## src/verilog/rpm_pkg.sv

```systemverilog
// package of constants and carrier types for the remappable pin multiplexer
package rpm_pkg;

   // ****************************************************************
   // sizes
   // ****************************************************************
   localparam int NUM_PINS = 26; // remappable pins
   localparam int NUM_IN_REGS = 13; // input select registers
   localparam int NUM_OUT_REGS = 8; // output select registers
   localparam int NUM_IN_FIELDS = 2 * NUM_IN_REGS; // peripheral input selects
   localparam int NUM_OUT_PINS = 2 * NUM_OUT_REGS; // pins with an output select
   localparam int SEL_W = 5; // width of every select field
   localparam int REG_W = 16; // width of every mapping register

   // ****************************************************************
   // field layout and reset values
   // ****************************************************************
   localparam int LO_LSB = 0; // low field position
   localparam int HI_LSB = 8; // high field position
   localparam int BYTE_W = 8; // one byte lane
   localparam logic [REG_W-1:0] IN0_MASK = 16'h1f00; // first input register
   localparam logic [REG_W-1:0] FIELD_MASK = 16'h1f1f; // two fields
   localparam logic [REG_W-1:0] IN0_RESET = 16'h1f00; // ground select
   localparam logic [REG_W-1:0] IN_RESET = 16'h1f1f; // ground select, both
   localparam logic [REG_W-1:0] OUT_RESET = 16'h0000; // null select

   // ****************************************************************
   // select codes
   // ****************************************************************
   localparam logic [SEL_W-1:0] SEL_GROUND = 5'h1f; // input tied low
   localparam logic [SEL_W-1:0] SEL_MAX_PIN = 5'h19; // highest pin index
   localparam logic [SEL_W-1:0] OUT_NULL = 5'h00; // port logic owns pin
   localparam logic [SEL_W-1:0] OUT_TX = 5'h03;
   localparam logic [SEL_W-1:0] OUT_RTS = 5'h04;
   localparam logic [SEL_W-1:0] OUT_SDO = 5'h07;
   localparam logic [SEL_W-1:0] OUT_SCK = 5'h08;
   localparam logic [SEL_W-1:0] OUT_SS = 5'h09;
   localparam logic [SEL_W-1:0] OUT_OC1 = 5'h12;
   localparam logic [SEL_W-1:0] OUT_OC2 = 5'h13;
   localparam logic [SEL_W-1:0] OUT_ENCODER_DIRECTION_STATUS = 5'h1a;

   // ****************************************************************
   // register map (byte addresses)
   // ****************************************************************
   localparam int ADDR_W = 8;
   localparam logic [ADDR_W-1:0] IN_BASE = 8'h00; // input selects, 13 words
   localparam logic [ADDR_W-1:0] OUT_BASE = 8'h40; // output selects, 8 words
   localparam logic [ADDR_W-1:0] OSC_ADDR = 8'h60; // oscillator control
   localparam logic [ADDR_W-1:0] STAT_ADDR = 8'h64; // block status
   localparam int LOCK_BIT = 6; // write lock in oscillator control
   localparam logic [BYTE_W-1:0] KEY1 = 8'h46; // first unlock key
   localparam logic [BYTE_W-1:0] KEY2 = 8'h57; // second unlock key
   localparam int STAT_MISMATCH_BIT = 0; // sticky shadow mismatch
   localparam int STAT_ONEWAY_BIT = 1; // single session option seen

   // ****************************************************************
   // types
   // ****************************************************************
   typedef enum logic [1:0] {KEY_IDLE, KEY_ONE, KEY_TWO} rpm_key_t;

   typedef struct packed {
      logic read;
      logic write;
      logic [ADDR_W-1:0] address;
      logic [3:0] byteenable;
      logic [31:0] writedata;
   } rpm_avm_req_t;

   typedef struct packed {
      logic tx;
      logic rts;
      logic sdo;
      logic sck;
      logic ss;
      logic oc1;
      logic oc2;
      logic encoder_direction_status;
   } rpm_periph_out_t;

   typedef struct packed {
      logic [NUM_PINS-1:0] pin_meta;
      logic [NUM_PINS-1:0] pin_sync;
      logic opt_meta;
      logic opt_sync;
      logic waitreq;
      logic [31:0] rdata;
      rpm_key_t key;
      logic lock;
      logic [NUM_IN_REGS-1:0][REG_W-1:0] in_sel;
      logic [NUM_IN_REGS-1:0][REG_W-1:0] in_shadow;
      logic [NUM_OUT_REGS-1:0][REG_W-1:0] out_sel;
      logic [NUM_OUT_REGS-1:0][REG_W-1:0] out_shadow;
      logic mismatch;
      logic mismatch_seen;
      logic [NUM_IN_FIELDS-1:0] periph_in;
      logic [NUM_PINS-1:0] pin_out;
      logic [NUM_PINS-1:0] pin_oe;
   } rpm_state_t;

endpackage

```

## src/verilog/rpm_top.sv

```systemverilog
// remappable peripheral pin multiplexer with locked mapping registers
//
// Design decisions made here: the register offsets and the Avalon-MM interface to the registers.
`timescale 1ns/1ps
`default_nettype none

// What this block does
// - each peripheral input except input 0 owns a 5-bit pin select
// - only supported pin values accepted on write
// - all ones select ties the input low
// - codes zero to 25 pick that pin
// - first input register: field bits 12-8 only
// - pin input passes only when direction is input
// - pins 0 to 15 each own a 5-bit output select
// - null code hands pin to port logic
// - codes 3,4 drive serial transmit, request-to-send
// - codes 7,8,9 drive spi data, clock, select
// - codes 18,19 drive compare channels 1,2
// - code 26 drives encoder direction status
// - input and output mapping fully independent
// - locked map writes complete but change nothing
// - lock is oscillator control bit 6
// - keys 0x46, 0x57 then one lock write
// - lock holds value until software changes it
// - shadow compare raises mismatch reset on difference
// - single session option keeps lock set once set
// - single session and locked ignores key sequence
// - option high means one session, low unlimited
// - thirteen input and eight output select registers
module rpm_top (
   input wire logic sys_clk, // system clock
   input wire logic resetn, // synchronous reset, low
   input wire rpm_pkg::rpm_avm_req_t avs_req, // avalon request group
   output logic avs_waitrequest, // avalon wait
   output logic [31:0] avs_readdata, // avalon read data
   input wire logic [rpm_pkg::NUM_PINS-1:0] remappable_pin_n_in, // pin levels
   input wire logic [rpm_pkg::NUM_PINS-1:0] port_direction_reg, // 1 = input
   input wire logic [rpm_pkg::NUM_PINS-1:0] port_out, // port logic data
   input wire logic [rpm_pkg::NUM_PINS-1:0] port_oe, // port logic enable
   input wire rpm_pkg::rpm_periph_out_t periph_out, // peripheral outputs
   input wire logic single_session_lock_option, // config word bit
   output logic [rpm_pkg::NUM_PINS-1:0] remappable_pin_n_out, // pin data
   output logic [rpm_pkg::NUM_PINS-1:0] remappable_pin_n_oe, // pin enable
   output logic [rpm_pkg::NUM_IN_FIELDS-1:0] periph_in, // peripheral inputs
   output logic map_write_lock, // current lock
   output logic config_mismatch_reset // shadow mismatch reset request
);

   // ****************************************************************
   // decode helpers
   // ****************************************************************

   // pick a pin level for a peripheral input select
   function automatic logic pick_in(input logic [rpm_pkg::SEL_W-1:0] sel,
                                    input logic [rpm_pkg::NUM_PINS-1:0] pins,
                                    input logic [rpm_pkg::NUM_PINS-1:0] dir);
      logic v;
      v = 1'b0;
      if (sel <= rpm_pkg::SEL_MAX_PIN) begin
         v = pins[sel] & dir[sel];
      end
      return v; // ground code and gaps read low
   endfunction

   // pick a peripheral output for a pin; msb says a known code
   function automatic logic [1:0] pick_out(input logic [rpm_pkg::SEL_W-1:0] code,
                                           input rpm_pkg::rpm_periph_out_t po);
      logic [1:0] r;
      r = 2'h0;
      unique case (code)
         rpm_pkg::OUT_TX: r = {1'b1, po.tx};
         rpm_pkg::OUT_RTS: r = {1'b1, po.rts};
         rpm_pkg::OUT_SDO: r = {1'b1, po.sdo};
         rpm_pkg::OUT_SCK: r = {1'b1, po.sck};
         rpm_pkg::OUT_SS: r = {1'b1, po.ss};
         rpm_pkg::OUT_OC1: r = {1'b1, po.oc1};
         rpm_pkg::OUT_OC2: r = {1'b1, po.oc2};
         rpm_pkg::OUT_ENCODER_DIRECTION_STATUS: r = {1'b1, po.encoder_direction_status};
         default: r = 2'h0; // null and unused codes go to port
      endcase
      return r;
   endfunction

   // merge a write into a mapping register, byte lane by lane
   function automatic logic [rpm_pkg::REG_W-1:0] upd_reg(
         input logic [rpm_pkg::REG_W-1:0] old,
         input logic [rpm_pkg::REG_W-1:0] wd,
         input logic [1:0] be,
         input logic [rpm_pkg::REG_W-1:0] mask,
         input logic chk_range);
      logic [rpm_pkg::REG_W-1:0] r;
      logic [rpm_pkg::SEL_W-1:0] f;
      r = old;
      f = '0;
      for (int h = 0; h < 2; h++) begin
         f = wd[h*rpm_pkg::BYTE_W +: rpm_pkg::SEL_W];
         if (be[h] && mask[h*rpm_pkg::BYTE_W]) begin
            // unsupported pin values leave the field alone
            if (!chk_range || f <= rpm_pkg::SEL_MAX_PIN || f == rpm_pkg::SEL_GROUND) begin
               r[h*rpm_pkg::BYTE_W +: rpm_pkg::SEL_W] = f;
            end
         end
      end
      return r & mask; // unimplemented bits stay zero
   endfunction

   // ****************************************************************
   // state
   // ****************************************************************
   rpm_pkg::rpm_state_t state_ff; // all registers of the block
   rpm_pkg::rpm_state_t nxt_state; // next value of all registers

   // ****************************************************************
   // next state
   // ****************************************************************

   // bus slave, lock sequence, mapping registers and muxes
   always_comb begin
      logic req;
      logic oneway_locked;
      logic [rpm_pkg::ADDR_W-1:0] a;
      logic [rpm_pkg::REG_W-1:0] wd16;
      logic [rpm_pkg::BYTE_W-1:0] wd8;
      logic [rpm_pkg::SEL_W-1:0] sel;
      logic [1:0] po;
      int idx;
      req = 1'b0;
      oneway_locked = 1'b0;
      a = '0;
      wd16 = '0;
      wd8 = '0;
      sel = '0;
      po = 2'h0;
      idx = 0;
      nxt_state = state_ff;

      // two-stage synchronisers for pins and the option strap
      nxt_state.pin_meta = remappable_pin_n_in;
      nxt_state.pin_sync = state_ff.pin_meta;
      nxt_state.opt_meta = single_session_lock_option;
      nxt_state.opt_sync = state_ff.opt_meta;

      req = avs_req.read | avs_req.write;
      a = avs_req.address;
      wd16 = avs_req.writedata[rpm_pkg::REG_W-1:0];
      wd8 = avs_req.writedata[rpm_pkg::BYTE_W-1:0];
      // option high is the unprogrammed one-session default
      oneway_locked = state_ff.opt_sync & state_ff.lock;

      // one wait cycle, then a one-cycle answer
      nxt_state.waitreq = !(req && state_ff.waitreq);

      // read data prepared during the wait cycle
      if (req && state_ff.waitreq) begin
         nxt_state.rdata = '0; // unmapped addresses read zero
         if (a[1:0] == 2'h0) begin
            if (a >= rpm_pkg::IN_BASE && a < rpm_pkg::OUT_BASE) begin
               idx = int'(a[7:2]) - int'(rpm_pkg::IN_BASE[7:2]);
               if (idx < rpm_pkg::NUM_IN_REGS) begin
                  nxt_state.rdata[rpm_pkg::REG_W-1:0] = state_ff.in_sel[idx];
               end
            end else if (a >= rpm_pkg::OUT_BASE && a < rpm_pkg::OSC_ADDR) begin
               idx = int'(a[7:2]) - int'(rpm_pkg::OUT_BASE[7:2]);
               if (idx < rpm_pkg::NUM_OUT_REGS) begin
                  nxt_state.rdata[rpm_pkg::REG_W-1:0] = state_ff.out_sel[idx];
               end
            end else if (a == rpm_pkg::OSC_ADDR) begin
               nxt_state.rdata[rpm_pkg::LOCK_BIT] = state_ff.lock;
            end else if (a == rpm_pkg::STAT_ADDR) begin
               nxt_state.rdata[rpm_pkg::STAT_MISMATCH_BIT] = state_ff.mismatch_seen;
               nxt_state.rdata[rpm_pkg::STAT_ONEWAY_BIT] = state_ff.opt_sync;
            end
         end
      end

      // write takes effect on the handshake edge only
      if (avs_req.write && !state_ff.waitreq) begin
         nxt_state.key = rpm_pkg::KEY_IDLE; // any other write breaks the keys
         if (a == rpm_pkg::OSC_ADDR && avs_req.byteenable[0]) begin
            unique case (state_ff.key)
               rpm_pkg::KEY_IDLE: begin
                  // sequence ignored while one-way locked
                  if (wd8 == rpm_pkg::KEY1 && !oneway_locked) begin
                     nxt_state.key = rpm_pkg::KEY_ONE;
                  end
               end
               rpm_pkg::KEY_ONE: begin
                  if (wd8 == rpm_pkg::KEY2) begin
                     nxt_state.key = rpm_pkg::KEY_TWO;
                  end else if (wd8 == rpm_pkg::KEY1) begin
                     nxt_state.key = rpm_pkg::KEY_ONE;
                  end
               end
               rpm_pkg::KEY_TWO: begin
                  if (!oneway_locked) begin
                     nxt_state.lock = wd8[rpm_pkg::LOCK_BIT];
                  end
               end
            endcase
         end
         // mapping writes dropped silently while locked
         if (!state_ff.lock && a[1:0] == 2'h0) begin
            if (a >= rpm_pkg::IN_BASE && a < rpm_pkg::OUT_BASE) begin
               idx = int'(a[7:2]) - int'(rpm_pkg::IN_BASE[7:2]);
               if (idx < rpm_pkg::NUM_IN_REGS) begin
                  nxt_state.in_sel[idx] = upd_reg(state_ff.in_sel[idx], wd16,
                     avs_req.byteenable[1:0],
                     (idx == 0) ? rpm_pkg::IN0_MASK : rpm_pkg::FIELD_MASK, 1'b1);
                  nxt_state.in_shadow[idx] = nxt_state.in_sel[idx];
               end
            end else if (a >= rpm_pkg::OUT_BASE && a < rpm_pkg::OSC_ADDR) begin
               idx = int'(a[7:2]) - int'(rpm_pkg::OUT_BASE[7:2]);
               if (idx < rpm_pkg::NUM_OUT_REGS) begin
                  nxt_state.out_sel[idx] = upd_reg(state_ff.out_sel[idx], wd16,
                     avs_req.byteenable[1:0], rpm_pkg::FIELD_MASK, 1'b0);
                  nxt_state.out_shadow[idx] = nxt_state.out_sel[idx];
               end
            end
         end
      end

      // shadow compare; the sticky flag is only cleared by reset
      nxt_state.mismatch = (state_ff.in_sel != state_ff.in_shadow) ||
                           (state_ff.out_sel != state_ff.out_shadow);
      nxt_state.mismatch_seen = state_ff.mismatch_seen | nxt_state.mismatch;

      // peripheral input muxes, field 0 has no storage and stays grounded
      for (int i = 0; i < rpm_pkg::NUM_IN_FIELDS; i++) begin
         if (i == 0) begin
            sel = rpm_pkg::SEL_GROUND;
         end else if (i[0]) begin
            sel = state_ff.in_sel[i/2][rpm_pkg::HI_LSB +: rpm_pkg::SEL_W];
         end else begin
            sel = state_ff.in_sel[i/2][rpm_pkg::LO_LSB +: rpm_pkg::SEL_W];
         end
         nxt_state.periph_in[i] = pick_in(sel, state_ff.pin_sync,
                                          port_direction_reg);
      end

      // pin output muxes, pins past the selectable set stay with the port
      for (int p = 0; p < rpm_pkg::NUM_PINS; p++) begin
         nxt_state.pin_out[p] = port_out[p];
         nxt_state.pin_oe[p] = port_oe[p];
         if (p < rpm_pkg::NUM_OUT_PINS) begin
            if (p[0]) begin
               sel = state_ff.out_sel[p/2][rpm_pkg::HI_LSB +: rpm_pkg::SEL_W];
            end else begin
               sel = state_ff.out_sel[p/2][rpm_pkg::LO_LSB +: rpm_pkg::SEL_W];
            end
            po = pick_out(sel, periph_out);
            if (po[1]) begin
               nxt_state.pin_out[p] = po[0];
               nxt_state.pin_oe[p] = 1'b1;
            end
         end
      end
   end

   // ****************************************************************
   // registers
   // ****************************************************************

   // synchronous reset to defined values
   always_ff @(posedge sys_clk) begin
      if (!resetn) begin
         state_ff <= '0;
         state_ff.waitreq <= 1'b1;
         state_ff.key <= rpm_pkg::KEY_IDLE;
         state_ff.lock <= 1'b0; // unlocked, held until written
         for (int r = 0; r < rpm_pkg::NUM_IN_REGS; r++) begin
            state_ff.in_sel[r] <= (r == 0) ? rpm_pkg::IN0_RESET : rpm_pkg::IN_RESET;
            state_ff.in_shadow[r] <= (r == 0) ? rpm_pkg::IN0_RESET : rpm_pkg::IN_RESET;
         end
         for (int r = 0; r < rpm_pkg::NUM_OUT_REGS; r++) begin
            state_ff.out_sel[r] <= rpm_pkg::OUT_RESET;
            state_ff.out_shadow[r] <= rpm_pkg::OUT_RESET;
         end
      end else begin
         state_ff <= nxt_state;
      end
   end

   // ****************************************************************
   // outputs
   // ****************************************************************
   assign avs_waitrequest = state_ff.waitreq;
   assign avs_readdata = state_ff.rdata;
   assign remappable_pin_n_out = state_ff.pin_out;
   assign remappable_pin_n_oe = state_ff.pin_oe;
   assign periph_in = state_ff.periph_in;
   assign map_write_lock = state_ff.lock;
   assign config_mismatch_reset = state_ff.mismatch;

endmodule // rpm_top

`default_nettype wire

```

## config.mk

```make
export PLATFORM = sky130hd
export DESIGN_NAME = rpm_top
export DESIGN_NICKNAME = d
export VERILOG_FILES = /design/src/verilog/rpm_pkg.sv /design/src/verilog/rpm_top.sv
export SDC_FILE = /design/constraint.sdc
export NUM_CORES = 2
export LEC_CHECK = 0
export BUFFER_PORTS_ARGS = -buffer_cell sky130_fd_sc_hd__clkbuf_2
export CAP_MARGIN = 20
export CELL_PAD_IN_SITES_DETAIL_PLACEMENT = 0
export CELL_PAD_IN_SITES_GLOBAL_PLACEMENT = 2
export CORE_MARGIN = 4
export CORE_UTILIZATION = 42
export DETAILED_ROUTE_END_ITERATION = 6
export PLACE_DENSITY_LB_ADDON = 0.1
export RECOVER_POWER = 100
export SYNTH_ARGS = -nofsm -noshare
export SYNTH_HDL_FRONTEND = slang
export SYNTH_SLANG_ARGS = --single-unit
```

## constraint.sdc

```tcl
create_clock -name sys_clk -period 5.7 [get_ports sys_clk]
set_input_delay 0.285 -clock sys_clk [delete_from_list [all_inputs] [get_ports sys_clk]]
set_output_delay 0.285 -clock sys_clk [all_outputs]
set_load 0.01 [all_outputs]
```

==> impl_summary.log <==
[metrics] violation count after the first detailed-routing iteration: 3893
[metrics] asr flop ratio synth: 0
[metrics] Net count, final: about 4400
[metrics] Longest Clk Path Bufs: 3
[metrics] worst reg-to-reg setup slack: 1540 ps
[metrics] average wire per cell in the routed design: between 20 and 30 microns
[metrics] register bit total from synthesis: between 800 and 900
[metrics] part of the total power dissipated in combinational logic: 0.058
[metrics] critical path start-end classification: in2reg
[metrics] worst voltage drop across the vdd grid: 0.2605 mV
[metrics] final setup violation count: 0
[metrics] crit path max fanout: 31
[metrics] timing-limited maximum frequency: 225.9 MHz
[metrics] setup tns final: 0 ps
[metrics] CTS tree: done
[metrics] portion of total power attributed to sequential cells: 0.444
[metrics] io pins: 274
[metrics] total global routing overflow: 0
[metrics] Period minus WS final: 4427 ps
[metrics] period utilization: 0.7766
[metrics] Synth Area per Inst: 9.695 sq um
[metrics] fraction of final layout cells sized beyond drive strength 1: 0.1562
[metrics] post-CTS clock slew at the launch and capture registers of the worst setup and hold paths: 60 ps
[metrics] cells on worst reg2reg path: 6
[metrics] Clk network pwr share: 0.498
[metrics] GR Util All Layers: 0.3124
[metrics] Port Buffers: roughly 240
[metrics] wire length of the first global-routing pass: 233300 microns
[metrics] total power density per cell area: 286.1 nW/um^2
[metrics] overall power of the completed layout: 13.12 mW
[metrics] antenna violations before repair: 13
[metrics] number of global-route vias before repair: 30870
[metrics] met2 track demand over resource in global routing: 0.4925
[metrics] endpoint of the worst setup timing path: state_ff[124]$_SDFFE_PN0P_
[metrics] clock latency reported for the late side of the worst-skew pair: 700 ps
[metrics] worst r2r dst: state_ff[738]$_SDFFE_PN1P_
[metrics] sw frac: 0.2403
[metrics] H-tree levels: 3
[metrics] design internal power: 9.967 mW
[metrics] violated checks: max-capacitance violations, max-slew violations
[metrics] Worst R2R Start: avs_waitrequest$_SDFF_PN1_
[metrics] Post-Syn Area: 41220 sq um
[metrics] Num CTS Buffers: 95
[metrics] full die area: slightly above 100000 sq um
[metrics] result of the run: finished, violations left
[metrics] number of hold-slack violations in the final timing report: 0
[metrics] Post-synth top flop: dfxtp_1
[metrics] count of vias placed by the detailed router: 33350
[metrics] Area growth, synth to finish: 11.25%
[metrics] worst clock skew: ~21 ps
[metrics] worst-margin pin slew: approximately 3400 ps
[metrics] most common library cell in the layout ignoring fill and taps: dfxtp_1
[metrics] final core occ: 0.4728
[metrics] initial core utilization: 0.4250
[metrics] sequential fraction of the synthesis area: 0.4006
[metrics] CTS root buffer: clkbuf_16
[metrics] placer's final routability congestion estimate: 0.9284
[metrics] Slew Limit Fails: 903
[metrics] router iterations before antenna repair: 7
[metrics] number of clock sinks seen by CTS: 825
[metrics] largest net degree at the start of global routing: 167
[metrics] met1 track utilization from global routing: 0.4272
[metrics] data required time at the worst endpoint: ~6100 ps
[metrics] crit end category: flip-flop
[metrics] class of the tightest hold or removal check: in2reg
[metrics] width of the die: 321.3 microns
[metrics] drt drc: 0
[metrics] commonest cells after routing, fill and taps aside: 825 x dfxtp_1, 373 x nor2_1, 316 x a21oi_1
[metrics] CP startpoint: avs_req[43]
[metrics] net switching power figure: 3.153 mW
[metrics] met3 layer usage reported by global route: 0.05883
[metrics] Post-CTS Repair Setup Buffers: 0
[metrics] Routed WL: ~170000 microns
[metrics] cell count after synthesis: about 4300
[metrics] remaining number of nets flagged by the antenna check after routing: 0
[metrics] Leakage Power: 18.87 nW
[metrics] Via density: 5.976
[metrics] arrival time of the worst setup path: 4860 ps
[metrics] number of enable flip-flop cells after synthesis: 0
[metrics] slew margin rel.: -1.259
[metrics] unrepaired setup endpoints after global routing: no
[metrics] Synth warnings: 0
[metrics] area of the core: 96990 sq um
[metrics] number of different library cells in the post-synthesis netlist: a little over 90
[metrics] Detailed Place HPWL: 115800 microns
[metrics] site row count: 114
[metrics] number of max-cap violations: 18
[metrics] CP startpoint kind: input port
[metrics] busiest metal layer after global routing: met2
[metrics] DIE HEIGHT: 321.3 microns
## cell families after synthesis
kind of cell / after synthesis / synth area share
AND/OR/NAND/NOR: 1319 / 0.1624
AO/OA/AOI/OAI: 855 / 0.1362
flip-flops: 825 / 0.4006
buffers and inverters: 617 / 0.07485
multiplexers: 341 / 0.1631
XOR/XNOR: 291 / 0.06183
adder cells (fa/ha/maj): 3 / 0.0009107
other: 1 / 0.00009097
## worst max-delay path: stages
cell and delay [ps]:
clkbuf_2 120, inv_1 110, ha_1 160, clkbuf_1 650, inv_1 560, ha_1 440
a2111oi_0 320, clkbuf_1 550, and4_1 590, nand3_2 400, buf_4 400, a21oi_1 190
nor2_1 50
## how the worst min path moves through the flow
stage                     slack [ps]  cells after the start                      start                            endpoint
final                             50                      3                 avs_req[0]          state_ff[753]$_SDFFE_PN0P_
after global routing              50                      3                port_out[8]  remappable_pin_n_out[8]$_SDFF_PN0_
after CTS                          1                      3                 avs_req[0]          state_ff[753]$_SDFFE_PN0P_
after detailed placement         420                      1  nxt_state[808]$_SDFF_PN0_            state_ff[808]$_SDFF_PN0_
after global placement           410                      1  nxt_state[792]$_SDFF_PN0_            state_ff[792]$_SDFF_PN0_
after floorplan                  410                      2                port_oe[10]  remappable_pin_n_oe[10]$_SDFF_PN0_
## cell type report
cell class                      instances  area (sq um)
Antenna cell                            8         20.02
Clock buffer                          145          2885
Clock inverter                         25         461.7
Fill cell                            9420         51130
Inverter                               71         274.0
Multi-Input combinational cell       2826         21610
Sequential cell                       825         16520
Tap cell                             1276          1597
Timing Repair Buffer                  404          2501
## routing by layer
layer | up-vias | routed length, microns
met5 | - | 50
met4 | 8 | 7002
met3 | 275 | 13890
met2 | 1490 | 74460
met1 | 16540 | 69810
li1 | 15040 | -
## through the flow
step | setup WS, ps | area [sq um] | cells | hold WS, ps
4_1_cts | 2051 | 46230 | 5571 | 1.223
3_5_place_dp | 1758 | 42070 | 5319 | 416.9
5_1_grt | 1063 | 45840 | 5572 | 54.64
3_3_place_gp | 1796 | 41990 | 5316 | 413.7
6_report | 1273 | 45860 | 5580 | 48.05
2_1_floorplan | 2726 | 41280 | 4268 | 405.7
## synth_stat cells, types with 68 or more instances
cell type  count  share of area
buf_4        125          0.023
inv_1         69         0.0063
clkbuf_1     326          0.030
and2_1        96          0.015
dfxtp_1      825           0.40
xnor2_1      217          0.046
o21ai_0       99          0.012
a21oi_1      316          0.038
nand2_1      273          0.025
xor2_1        74          0.016
o211ai_1     128          0.023
mux4_2       246           0.13
nor2_1       367          0.033
and3_1       274          0.042
nand4_1       68          0.010
## repair_timing
item | CTS | global route
resized for setup | 0 | 0
hold buffers | 82 | 0
hold endpoints to repair | 81 | 0
## power by group through the flow
stage               combinational, mW  sequential, mW  clock (mW)
global placement                0.715            5.95           0
detailed placement              0.722            5.95           0
finish                          0.761            5.82        6.54
global route                    0.796            5.82        6.87
floorplan                       0.450            5.94           0
CTS                             0.770            5.82        6.64
## sequential cells by signal, summed over array words and instances (netlist names)
| signal | flops |
|---|---|
| remappable_pin_n_oe | 26 |
| map_write_lock | 1 |
| periph_in | 25 |
| avs_waitrequest | 1 |
| state_ff | 702 |
| config_mismatch_reset | 1 |
| remappable_pin_n_out | 26 |
| nxt_state | 27 |
| avs_readdata | 16 |
Power figures use the tool's default switching activity.
